[config.mk]
export PLATFORM = sky130hd
export DESIGN_NAME = stepper_phase_output_logic
export DESIGN_NICKNAME = d
export VERILOG_FILES = /design/src/rtl/step_out_pkg.sv /design/src/rtl/stepper_phase_output_logic.sv
export SDC_FILE = /design/constraint.sdc
export NUM_CORES = 1
export LEC_CHECK = 0
export ABC_AREA = 1
export BUFFER_PORTS_ARGS = -buffer_cell sky130_fd_sc_hd__buf_2
export CORE_MARGIN = 2
export CORE_UTILIZATION = 60
export CTS_CLUSTER_DIAMETER = 80
export CTS_CLUSTER_SIZE = 24
export DETAILED_ROUTE_END_ITERATION = 16
export PLACE_DENSITY_LB_ADDON = 0.08
export SETUP_SLACK_MARGIN = 0.1
export SLEW_MARGIN = 20
export SYNTH_ARGS = -nofsm -noshare
export SYNTH_HDL_FRONTEND = slang
export SYNTH_SLANG_ARGS = --single-unit
[constraint.sdc]
create_clock -name clk -period 4.15 [get_ports clk]
set_input_delay 0.83 -clock clk [delete_from_list [all_inputs] [get_ports clk]]
set_output_delay 0.83 -clock clk [all_outputs]
set_load 0.05 [all_outputs]
[src/rtl/step_out_pkg.sv]
// constants and carrier types for the stepper phase output stage
// assumes a single 100 MHz clock domain
package step_out_pkg;
  localparam int unsigned clk_period_ns = 10;
  localparam logic [3:0] home_pattern = 4'h5;
  localparam int unsigned osc_half_default = 2500;
  localparam int unsigned ghost_delay_default = 5000;
  localparam int unsigned phase_a_bit = 3;
  localparam int unsigned phase_b_bit = 2;
  localparam int unsigned phase_c_bit = 1;
  localparam int unsigned phase_d_bit = 0;

  typedef struct packed {
    logic [3:0] phases;
    logic ab_pair_disable_n;
    logic cd_pair_disable_n;
  } drive_type;

  typedef struct packed {
    logic o;
    logic oe;
  } pin_drive_type;
endpackage

[src/rtl/stepper_phase_output_logic.sv]
// output stage of a stepper controller: phase/disable gating, chopper, sync clock,
// origin indicator and optional step doubler
// assumes translator phases arrive on clk; pin inputs are asynchronous
`timescale 1ns/1ps
module stepper_phase_output_logic
  import step_out_pkg::*;
#(
  parameter int unsigned osc_half_cycles = osc_half_default,
  parameter int unsigned ghost_delay_cycles = ghost_delay_default,
  parameter bit doubler_on = 1'b0
) (
  // clock and reset
  input wire logic clk,
  input wire logic rst_n,
  // translator side
  input wire logic [3:0] translator_phases,
  input wire logic step_in,
  output logic step_out,
  // pins from outside
  input wire logic enable_pin,
  input wire logic control_pin,
  input wire logic ab_current_sense,
  input wire logic cd_current_sense,
  input wire logic sync_master,
  input wire logic sync_in,
  // pins to power bridge
  output logic [3:0] phases,
  output logic ab_pair_disable_n,
  output logic cd_pair_disable_n,
  // sync pin drive and origin open collector
  output logic sync_o,
  output logic sync_oe,
  output logic origin_o,
  output logic origin_oe
);
  // three-stage synchronisers; stage 1 only feeds stage 2
  logic [4:0] sy1;
  logic [4:0] sy2;
  logic [4:0] sy3;
  logic [4:0] raw_in;
  logic [4:0] stable;
  assign raw_in = {enable_pin, control_pin, ab_current_sense, cd_current_sense, sync_in};

  genvar gi;
  generate
    for (gi = 0; gi < 5; gi++) begin : g_sync
      always_ff @(posedge clk) begin
        if (!rst_n) begin
          sy1[gi] <= 1'b0;
          sy2[gi] <= 1'b0;
          sy3[gi] <= 1'b0;
          stable[gi] <= 1'b0;
        end else begin
          sy1[gi] <= raw_in[gi];
          sy2[gi] <= sy1[gi];
          sy3[gi] <= sy2[gi];
          if (sy2[gi] == sy3[gi]) begin
            stable[gi] <= sy3[gi];
          end
        end
      end
    end
  endgenerate

  wire en_s = stable[4];
  wire ctl_s = stable[3];
  wire ab_trip = stable[2];
  wire cd_trip = stable[1];
  wire ext_sync = stable[0];

  // on-chip oscillator square wave
  logic [31:0] osc_cnt;
  logic osc_sq;
  wire osc_wrap = (osc_cnt >= osc_half_cycles - 1);
  always_ff @(posedge clk) begin
    if (!rst_n) begin
      osc_cnt <= '0;
      osc_sq <= 1'b0;
    end else if (osc_wrap) begin
      osc_cnt <= '0;
      osc_sq <= ~osc_sq;
    end else begin
      osc_cnt <= osc_cnt + 32'h0000_0001;
    end
  end

  // slaves take the shared pin as their chopper clock
  wire chop_clk_lvl = sync_master ? osc_sq : ext_sync;
  logic chop_clk_d;
  wire chop_pulse = chop_clk_lvl & ~chop_clk_d;

  // chopper flops: set by clock pulse, reset by trip; trip wins
  logic ab_chop_on;
  logic cd_chop_on;
  always_ff @(posedge clk) begin
    if (!rst_n) begin
      chop_clk_d <= 1'b0;
      ab_chop_on <= 1'b0;
      cd_chop_on <= 1'b0;
    end else begin
      chop_clk_d <= chop_clk_lvl;
      if (ab_trip) begin
        ab_chop_on <= 1'b0;
      end else if (chop_pulse) begin
        ab_chop_on <= 1'b1;
      end
      if (cd_trip) begin
        cd_chop_on <= 1'b0;
      end else if (chop_pulse) begin
        cd_chop_on <= 1'b1;
      end
    end
  end

  // output decode
  wire pa = translator_phases[phase_a_bit];
  wire pb = translator_phases[phase_b_bit];
  wire pc = translator_phases[phase_c_bit];
  wire pd = translator_phases[phase_d_bit];
  wire ab_off = ~ab_chop_on;
  wire cd_off = ~cd_chop_on;
  // phase chopping raises the low partner so current recirculates above sense
  wire ab_phase_chop = ctl_s & ab_off;
  wire cd_phase_chop = ctl_s & cd_off;
  wire ab_inh_chop = ~ctl_s & ab_off;
  wire cd_inh_chop = ~ctl_s & cd_off;
  wire na = pa | ab_phase_chop;
  wire nb = pb | ab_phase_chop;
  wire nc = pc | cd_phase_chop;
  wire nd = pd | cd_phase_chop;
  wire ab_dis = (pa | pb) & ~ab_inh_chop;
  wire cd_dis = (pc | pd) & ~cd_inh_chop;

  drive_type next_drive;
  always_comb begin
    next_drive = '0;
    if (en_s) begin
      next_drive.phases = {na, nb, nc, nd};
      next_drive.ab_pair_disable_n = ab_dis;
      next_drive.cd_pair_disable_n = cd_dis;
    end
  end

  wire at_home = (translator_phases == home_pattern);

  // origin open collector: oe high pulls the pin low, so release it at home; osc_sq drives sync o, sync oe follows sync_master
  pin_drive_type next_sync;
  pin_drive_type next_origin;
  assign next_sync.o = osc_sq;
  assign next_sync.oe = sync_master;
  assign next_origin.o = 1'b0;
  assign next_origin.oe = ~at_home;

  always_ff @(posedge clk) begin
    if (!rst_n) begin
      phases <= '0;
      ab_pair_disable_n <= 1'b0;
      cd_pair_disable_n <= 1'b0;
      sync_o <= 1'b0;
      sync_oe <= 1'b0;
      origin_o <= 1'b0;
      origin_oe <= 1'b0;
    end else begin
      phases <= next_drive.phases;
      ab_pair_disable_n <= next_drive.ab_pair_disable_n;
      cd_pair_disable_n <= next_drive.cd_pair_disable_n;
      sync_o <= next_sync.o;
      sync_oe <= next_sync.oe;
      origin_o <= next_origin.o;
      origin_oe <= next_origin.oe;
    end
  end

  // step doubler: ghost pulse a fixed delay after the latest input step
  logic [31:0] ghost_cnt;
  logic ghost_busy;
  logic step_d;
  wire step_rise = step_in & ~step_d;
  wire ghost_fire = ghost_busy && (ghost_cnt >= ghost_delay_cycles - 1);
  always_ff @(posedge clk) begin
    if (!rst_n) begin
      step_d <= 1'b0;
      ghost_cnt <= '0;
      ghost_busy <= 1'b0;
      step_out <= 1'b0;
    end else begin
      step_d <= step_in;
      step_out <= step_rise | (doubler_on & ghost_fire);
      if (doubler_on && step_rise) begin
        ghost_busy <= 1'b1;
        ghost_cnt <= '0;
      end else if (ghost_fire) begin
        ghost_busy <= 1'b0;
      end else if (ghost_busy) begin
        ghost_cnt <= ghost_cnt + 32'h0000_0001;
      end
    end
  end
endmodule

==> metrics, run 1 <==
status=finished clean; cell taking the most area after synthesis=sky130_fd_sc_hd__dfxtp_1; Critical Path Max Stage Delay=0.32 ns; via count normalized by instance count=4.41; CP endpoint kind=output port; starting density of the core=63.3%; f_max=559 MHz; Yosys top cell area share=63.0%; clock tree root driver cell=sky130_fd_sc_hd__clkbuf_4; maximum level of the CTS H-tree=3; number of design rule violations left after detail routing=0; PostCTS Resize Cnt=0; worst hold-check slack=0.397 ns; ranking of synthesized cells by area=sky130_fd_sc_hd__dfxtp_1 (63%), sky130_fd_sc_hd__nor2_1 (7.2%), sky130_fd_sc_hd__nand2_1 (6.9%); area of the mapped netlist=0.00213 mm²; DRC violation total after the first TritonRoute iteration=56; total via count after detailed routing=1486; number of nets in the layout=301; deepest clock path buffer count=2; Syn Area/Cell=8.91 µm²; clock tree from TritonCTS=yes; Routability Congestion=0.767; Hold Fails Final Rpt=0; number of buffers added by the clock tree synthesis step=9; Area growth, synth to finish=17.1%; Arrival @ worst endpoint=0.96 ns; Post-Syn Instances=239; CP Launch Type=register; PD cells=470 mW/mm²; number of setup violations in the final report=0; final sum of negative setup slack=0 ns; post-CTS clock slew at the launch and capture registers of the worst setup and hold paths=0.10 ns; min cycle time layout=1.79 ns; worst clock skew=0.00814 ns; placeable core region=0.00336 mm²; Vert. Die Dim=63.6 µm; worst path buffer plus inverter count=1; first-pass GRT wire length=5.72 mm; number of I/O pins=24; fraction of final layout cells sized beyond drive strength 1=15.1%; most common cell after layout, fill and taps aside=sky130_fd_sc_hd__dfxtp_1; clock latency on the worst-skew pair=0.39 ns; vias in the first global route=1425; die width=63.6 µm; final global-route overflow total=0; critical path data required time=3.32 ns; Worst VDD drop=0.370 mV; number of nets with antenna violations after detailed routing=0; Hold-fix buffers, CTS=0; DRT Wirelength=3.10 mm; pin count of the biggest net entering global routing=29; Slew Viols, Final=0; most frequent cells in the layout=sky130_fd_sc_hd__dfxtp_1 (67), sky130_fd_sc_hd__nor2_1 (41), sky130_fd_sc_hd__nand2_1 (39); Unique masters post-synth=28; number of sinks handled by clock tree synthesis=67; Routed WL per cell=9.19 µm; maximum fanout count along the critical path=1; post-CTS setup buffers=0; Worst Hold Class=reg -> reg; slowest stage cell, crit path=sky130_fd_sc_hd__dfxtp_1; RSZ-0062 raised after global routing=false; total of buffers placed on input and output ports=22; Cell Chain, Critical Path=buf_2; sequential area share after synthesis=63.0%; cell family with most CP delay=flip-flops; number of synthesis warnings=0; Leak Pwr=1.17 nW; worst setup path category=reg -> out; initial antenna violation count=0; total global-route track usage=18.7%; drt pass-1 iters=4; number of violations of the max-capacitance limit=0; Final period util=43.1%; FF+latch count, synth=67; # diodes=0; Cell Rows=21; Die Outline Area=0.00404 mm²; HPWL reported at the end of detailed placement=2.07 mm
==> layer usage <==
metal	part of all wire [%]	track usage [%]	vias up
met5	0	0	-
met4	2.8	13.0	0
met3	4.3	6.07	10
met2	46	29.6	26
met1	47	21.2	646
li1	-	-	804
==> where the power goes <==
part | total (mW) | internal, mW | switching, mW
logic | 0.0413 | 0.0131 | 0.0282
registers | 0.671 | 0.664 | 0.00690
clock network | 0.459 | 0.259 | 0.199
==> final timing paths <==
check / endpoint / startpoint / cells past startpoint / slack, ns
setup reg to reg: osc_cnt[3] / osc_cnt[0] / 7 / 2.60
hold / removal: step_out / step_d / 1 / 0.40
hold reg to reg: step_out / step_d / 1 / 0.40
setup / recovery: step_out / step_out / 1 / 2.36
==> flip-flops by register name, summed over array words and instances (netlist names), 4 cells and up <==
| register | cells |
|---|---|
| sy2 | 5 |
| sy1 | 5 |
| phases | 4 |
| sy3 | 5 |
| osc_cnt | 32 |
==> layout make-up <==
type	count	area, µm²
flip-flops and latches	67	1340
fillers	293	870
clock inverters	2	60.1
clock buffers	13	92.6
well taps	46	57.6
multi-input cells	154	708
inverters	33	124
repair buffers	22	110
==> stage by stage <==
step / total power [mW] / cells / util [%] / setup WS, ns / cell area (µm²)
6_report: 1.17 / 337 / 74.1 / 2.36 / 2490
5_1_grt: 1.22 / 337 / 74.1 / 2.30 / 2490
3_3_place_gp: 0.726 / 322 / 69.6 / 2.41 / 2340
2_1_floorplan: 0.715 / 259 / - / 2.64 / 2200
4_1_cts: 1.18 / 337 / 74.1 / 2.33 / 2490
3_5_place_dp: 0.728 / 322 / 69.6 / 2.38 / 2340
==> Yosys cell counts, drive strengths merged <==
master / count
conb: 1
nand3: 6
buf: 4
ha: 1
xnor2: 3
dfxtp: 67
inv: 33
o21ai: 9
a21o: 1
nand2: 40
xor2: 3
clkbuf: 1
or2: 4
nor3: 2
nand4: 3
a41oi: 1
o22ai: 2
nor2: 46
a21oi: 12
==> cell families (layout without fill, tap and decap cells) <==
group | after synthesis | count (layout) | share of synthesized area, %
DFF | 67 | 67 | 63.0
and+or+nand+nor | 101 | 101 | 20.0
other | 1 | 21 | 0.176
buffers and inverters | 38 | 70 | 7.29
AOI/OAI and AO/OA | 25 | 25 | 6.46
xor gates and xnor gates | 6 | 6 | 2.47
adders and majority gates | 1 | 1 | 0.587
==> worst reg2reg max path, delay by kind of cell (launching register included) <==
kind            cells  cell delay [ns]
flops               1             0.35
fa+ha+maj           1             0.23
compound gates      1             0.18
simple gates        5             0.74
No activity file was read; power rests on OpenSTA's default activity.
==> inputs of run 2 (changes only) <==
- CORE_UTILIZATION: 60 -> 50
- clock period: 4.15 -> 1.53 ns (I/O delays scaled with it)
==> run 2 against run 1 <==
Register-to-register slack got worse by 2.5 ns. Cell count up 3.6%. Combinational power grew to 2.7 times the previous value. Critical endpoint is now osc_cnt[0]. Global-route usage shrank 3.6 points. Non-clock buffer count is 6 higher. Power grew to 3.0 times the previous value. Clock power increased to 3.4 times the previous value. Cell area increased by 6.7%. Flip-flop and latch count stayed put. Die area grew 19%. First-iteration DRC count increased by 38%. Clock skew grew 0.0013 ns.
==> metrics, run 2 (synthesis gave the netlist of run 1 again) <==
status=finished clean; layer with the highest usage=met2; min cycle time layout=1.42 ns; Cell Rows=23 (+9.5%); clock latency on the worst-skew pair=0.33 ns (-0.06 ns); most numerous cell on the critical path=sky130_fd_sc_hd__nor2_1; most common cell after layout, fill and taps aside=sky130_fd_sc_hd__dfxtp_1; first-pass GRT wire length=5.60 mm (-2.2%); Post-Layout Cell Count=349 (+3.6%); Hold Fails Final Rpt=0 (unchanged); worst hold start=control_pin; internal power summed over all cells=2.80 mW (+200%); Sw Share=20.3% (+0.30 points); number of setup violations in the final report=0 (unchanged); worst setup path category=reg -> reg; via count normalized by instance count=4.27 (-3.2%); post-CTS clock slew at the launch and capture registers of the worst setup and hold paths=0.07 ns (-0.03 ns); initial antenna violation count=0 (unchanged); starting density of the core=52.5% (-11 points); vias in the first global route=1361 (-4.5%); total via count after detailed routing=1489 (+0.20%); drt pass-1 iters=5 (+1); worst path buffer plus inverter count=0 (-1); final global-route overflow total=0 (unchanged); Final period util=92.9%; Worst Hold Class=in -> reg; Slew Viols, Final=0 (unchanged); cell family with most CP delay=simple AND/OR/NAND/NOR gates; number of nets in the layout=308 (+2.3%); Routed WL per cell=9.42 µm (+2.5%); Psw=0.714 mW (+200%); CP Launch Type=register; die width=69.3 µm (+8.9%); pin count of the biggest net entering global routing=18 (-38%); critical path data required time=1.80 ns (-1.52 ns); # diodes=0 (unchanged); placed cells=327 (+1.6%); deepest clock path buffer count=2 (unchanged); number of buffers added by the clock tree synthesis step=9 (unchanged); total of buffers placed on input and output ports=22 (unchanged); maximum level of the CTS H-tree=3 (unchanged); RSZ-0062 raised after global routing=true; number of design rule violations left after detail routing=0 (unchanged); Hold-fix buffers, CTS=0 (unchanged); Area growth, synth to finish=24.9%; clock tree root driver cell=sky130_fd_sc_hd__clkbuf_8; met1 routing resource usage after global routing=18.1% (-3.1 points); register with the highest flop count=osc_cnt; number of sinks handled by clock tree synthesis=67 (unchanged); number of violations of the max-capacitance limit=0 (unchanged); Cell Chain, Critical Path=ha_4 > or2_1 > nor2_1 > nor2_1 > nor2_2 > nand2_2 > nor2_1; global routing met3 resource utilization=6.83% (+0.76 points); PD cells=1320 mW/mm² (+180%); DRC violation total after the first TritonRoute iteration=77 (+38%); flip-flop count of the largest register after layout=32 (unchanged); final sum of negative setup slack=0 ns (unchanged); Arrival @ worst endpoint=1.69 ns (+0.73 ns); launch point of the worst path=osc_cnt[0]; Worst VDD drop=0.874 mV (+140%); DRT Wirelength=3.29 mm (+6.1%); combinational share of power=3.2% (-0.3 points); total global-route track usage=15.1% (-3.6 points); f_max=704 MHz; Leak Pwr=1.25 nW (+7.3%); most frequent cells in the layout=sky130_fd_sc_hd__dfxtp_1 (65), sky130_fd_sc_hd__nor2_1 (41), sky130_fd_sc_hd__nand2_1 (39); sequential share of power=51.8% (-5.5 points); Routability Congestion=0.728 (-5.1%); maximum fanout count along the critical path=6 (+5); Clock power frac=45.0% (+5.9 points); number of I/O pins=24 (unchanged); fraction of final layout cells sized beyond drive strength 1=20.1% (+4.9 points); Vert. Die Dim=69.3 µm (+8.9%); worst clock skew=0.00947 ns (+0.00132 ns); Die Outline Area=0.00480 mm² (+19%); Critical Path Max Stage Delay=0.34 ns (+0.02 ns); met2 usage in global routing=22.0% (-7.6 points); HPWL reported at the end of detailed placement=2.02 mm (-2.4%); R2R Path Start=osc_cnt[0]; placeable core region=0.00406 mm² (+21%); slowest stage cell, crit path=sky130_fd_sc_hd__dfxtp_2; clock tree from TritonCTS=yes; number of nets with antenna violations after detailed routing=0 (unchanged); CP endpoint kind=register
[run 2: layout make-up]
class / instances / area [µm²]
Timing Repair Buffer: 28 / 155
Inverter: 33 / 124
Tap cell: 50 / 62.6
Sequential cell: 67 / 1340
Clock inverter: 4 / 73.8
Fill cell: 337 / 1400
Multi-Input combinational cell: 155 / 756
Clock buffer: 12 / 145
[run 2: tightest hold or removal path, cell delays in order]
cell,delay (ns)
sky130_fd_sc_hd__buf_2,0.07
sky130_fd_sc_hd__nand2_1,0.04
sky130_fd_sc_hd__inv_1,0.04
[run 2: worst paths after layout]
check | slack (ns) | end | cells after the start
setup / recovery | 0.11 | osc_cnt[0] | 7
setup reg to reg | 0.11 | osc_cnt[0] | 7
hold reg to reg | 0.40 | step_out | 1
hold / removal | 0.15 | sy1[3] | 3
[run 2: routing by layer]
metal / wire length [µm] / vias to the layer above
met5: 0 / -
met4: 65 / 0
met3: 171 / 7
met2: 1460 / 36
met1: 1590 / 622
li1: - / 824
[run 2: stage by stage]
stage / util (%) / setup slack, ns / area [µm²] / total power [mW] / hold slack [ns]
finish: 65.6 / 0.109 / 2660 / 3.52 / 0.150
global route: 65.6 / 0.00801 / 2660 / 3.67 / 0.138
CTS: 64.1 / 0.102 / 2600 / 3.56 / 0.132
detailed placement: 58.0 / 0.0202 / 2350 / 1.97 / 0.389
global placement: 58.0 / 0.0483 / 2350 / 1.97 / 0.370
floorplan: - / 0.158 / 2200 / 1.94 / 0.368
[run 2: power by group through the flow]
stage | Sequential, mW | Combinational, mW | Clock [mW]
2_1_floorplan | 1.88 | 0.0610 | 0
3_3_place_gp | 1.86 | 0.112 | 0
3_5_place_dp | 1.86 | 0.112 | 0
4_1_cts | 1.82 | 0.114 | 1.62
5_1_grt | 1.83 | 0.130 | 1.71
6_report | 1.82 | 0.113 | 1.58
[run 2: what timing repair did]
| action | 4_1_cts | 5_1_grt |
|---|---|---|
| pin swaps | 3 | 10 |
| setup endpoints to repair | 12 | 13 |
| cloned | 1 | 0 |
| buffers inserted | 2 | 3 |
| resized for setup | 3 | 7 |
==> inputs of run 3 (changes only) <==
- ABC_AREA: 1 -> unset
- PLACE_DENSITY: unset -> 0.73
- PLACE_DENSITY_LB_ADDON: 0.08 -> unset
==> run 3 against run 2 <==
The flow now finishes with violations (negative setup slack). Sequential share of layout area grew 1.7 points. Clock skew shrank 0.0064 ns. Die area shrank 4.2%. Via count shrank 9.3%. Combinational power shrank 8%. Critical path type unchanged.
==> metrics, run 3 <==
Final Core Density=64.8% (-0.78 points); drt pass-1 iters=4 (-1); Hold-fix buffers, CTS=0 (unchanged); status=finished, violations left; count of flip-flops with a built-in enable after synthesis=0 (unchanged); initial antenna violation count=0 (unchanged); Worst VDD drop=0.662 mV (-24%); total global-route track usage=16.1% (+1.1 points); async set-or-reset flop fraction in the synthesized netlist=0% (unchanged); Area growth, synth to finish=26.4%; via count normalized by instance count=4.52 (+5.8%); clock tree from TritonCTS=yes; maximum level of the CTS H-tree=3 (unchanged); pin count of the biggest net entering global routing=30 (+12); Arrival @ worst endpoint=1.87 ns (+0.18 ns); Worst Hold Class=in -> reg; number of I/O pins=24 (unchanged); Slew Viols, Final=0 (unchanged); Syn Area/Cell=10.9 µm² (+22%); total via count after detailed routing=1350 (-9.3%); deepest clock path buffer count=2 (unchanged); Routability Congestion=0.727 (about the same); Final period util=104% (+11 points); final sum of negative setup slack=-0.657 ns (-0.657 ns); number of setup violations in the final report=13 (+13); starting density of the core=51.2% (-1.3 points); Die Outline Area=0.00459 mm² (-4.2%); min cycle time layout=1.60 ns (+0.175 ns); f_max=626 MHz (-11%); DRT Wirelength=3.02 mm (-8.2%); Yosys top cell area share=65.9% (+2.9 points); total of buffers placed on input and output ports=22 (unchanged); HPWL reported at the end of detailed placement=1.88 mm (-7.0%); most common cell after layout, fill and taps aside=sky130_fd_sc_hd__dfxtp_1; violated checks=negative setup slack; number of sinks handled by clock tree synthesis=67 (unchanged); FF+latch count, synth=67 (unchanged); post-CTS clock slew at the launch and capture registers of the worst setup and hold paths=0.06 ns (about the same); number of buffers added by the clock tree synthesis step=9 (unchanged); Hold Fails Final Rpt=0 (unchanged); sequential area share after synthesis=65.9% (+2.9 points); number of nets with antenna violations after detailed routing=0 (unchanged); flip-flop count of the largest register after layout=32 (unchanged); most frequent cells after synthesis=sky130_fd_sc_hd__dfxtp_1 (67), sky130_fd_sc_hd__nor2_1 (27), sky130_fd_sc_hd__and2_1 (18); placed cells=283 (-13%); clock tree root driver cell=sky130_fd_sc_hd__clkbuf_8; register with the highest flop count=osc_cnt; CP endpoint kind=register; DRC violation total after the first TritonRoute iteration=90 (+17%); number of synthesis warnings=0 (unchanged); number of violations of the max-capacitance limit=0 (unchanged); clock latency on the worst-skew pair=0.33 ns (about the same); # diodes=0 (unchanged); number of design rule violations left after detail routing=0 (unchanged); Leak Pwr=1.03 nW (-18%); Unique masters post-synth=29 (+3.6%); die width=67.8 µm (-2.1%); dominant cell by count in the synthesized netlist=sky130_fd_sc_hd__dfxtp_1; RSZ-0062 raised after global routing=true; maximum fanout count along the critical path=6 (unchanged); Overall Power=3.21 mW (-8.6%); fraction of final layout cells sized beyond drive strength 1=23.7% (+3.6 points); final global-route overflow total=0 (unchanged); cell taking the most area after synthesis=sky130_fd_sc_hd__dfxtp_1; PD cells=1250 mW/mm² (-5.5%); critical path data required time=1.80 ns (about the same); CP Launch Type=register; prevailing post-synth register cell=sky130_fd_sc_hd__dfxtp_1; ranking of synthesized cells by area=sky130_fd_sc_hd__dfxtp_1 (66%), sky130_fd_sc_hd__and2_1 (5.5%), sky130_fd_sc_hd__nor2_1 (5.0%); Worst Setup Slack, final=-0.0664 ns (-0.175 ns); worst clock skew=0.00307 ns (-0.00640 ns); most frequent cells in the layout=sky130_fd_sc_hd__dfxtp_1 (65), sky130_fd_sc_hd__nor2_1 (22), sky130_fd_sc_hd__buf_2 (22); number of nets in the layout=259 (-16%); Routed WL per cell=10.1 µm (+7.2%); vias in the first global route=1250 (-8.2%); placeable core region=0.00397 mm² (-2.1%); first-pass GRT wire length=5.29 mm (-5.4%); worst hold-check slack=0.175 ns (+0.0244 ns); Post-Syn Instances=187 (-22%); Vert. Die Dim=67.8 µm (-2.1%); area of the mapped netlist=0.00203 mm² (-4.5%); worst setup path category=reg -> reg; Cell Rows=23 (unchanged); Post-Layout Cell Count=299 (-14%)
run 3: report_power, final:
part / total, mW / internal (mW) / switching, mW
combinational: 0.104 / 0.0423 / 0.0613
sequential: 1.82 / 1.80 / 0.0211
clock: 1.29 / 0.706 / 0.580
run 3: per-layer routing:
metal	track usage, %	vias to the layer above	wire (µm)
met5	0	-	0
met1	20.2	601	1530
met4	8.25	0	62
met2	22.7	30	1230
met3	8.17	8	198
li1	-	711	-
run 3: critical path: stages, from the launching register on:
cell and delay, ns:
sky130_fd_sc_hd__dfxtp_1 0.36, sky130_fd_sc_hd__nor4_4 0.31, sky130_fd_sc_hd__a211oi_2 0.14, sky130_fd_sc_hd__or4b_4 0.60, sky130_fd_sc_hd__nor2_1 0.13
run 3: area by class of cell:
cell class | instances | area, µm²
inverters | 5 | 18.8
well taps | 50 | 62.6
multi-input cells | 131 | 791
clock buffers | 13 | 169
fillers | 304 | 1400
repair buffers | 31 | 178
clock inverters | 2 | 10.0
flip-flops and latches | 67 | 1340
run 3: per-stage QoR:
step / setup slack, ns / instance area [µm²]
final: -0.0664 / 2570
after global routing: -0.139 / 2570
after CTS: -0.102 / 2560
after detailed placement: -0.162 / 2330
after global placement: -0.124 / 2330
after floorplan: -0.110 / 2120
run 3: path summary, 6_finish.rpt:
path,cells past startpoint,slack [ns],from,to
max,4,-0.07,osc_cnt[4],osc_cnt[7]
min,2,0.17,cd_current_sense,sy1[1]
max reg2reg,4,-0.07,osc_cnt[4],osc_cnt[7]
min reg2reg,1,0.39,step_d,step_out
run 3: kinds of logic after synthesis:
family          count (synthesis)  share of synthesized area (%)
compound gates                 15                           4.67
xor+xnor                       10                           4.31
fa+ha+maj                       1                          0.615
buf+inv                        10                           2.40
flops                          67                           65.9
mux                             1                          0.492
other cells                     1                          0.184
simple gates                   82                           21.4
run 3: timing repair:
item / CTS / global route
resized for setup: 8 / 3
setup endpoints to repair: 13 / 13
pin swaps: 7 / 6
setup buffers: 0 / 0
cloned: 1 / 0
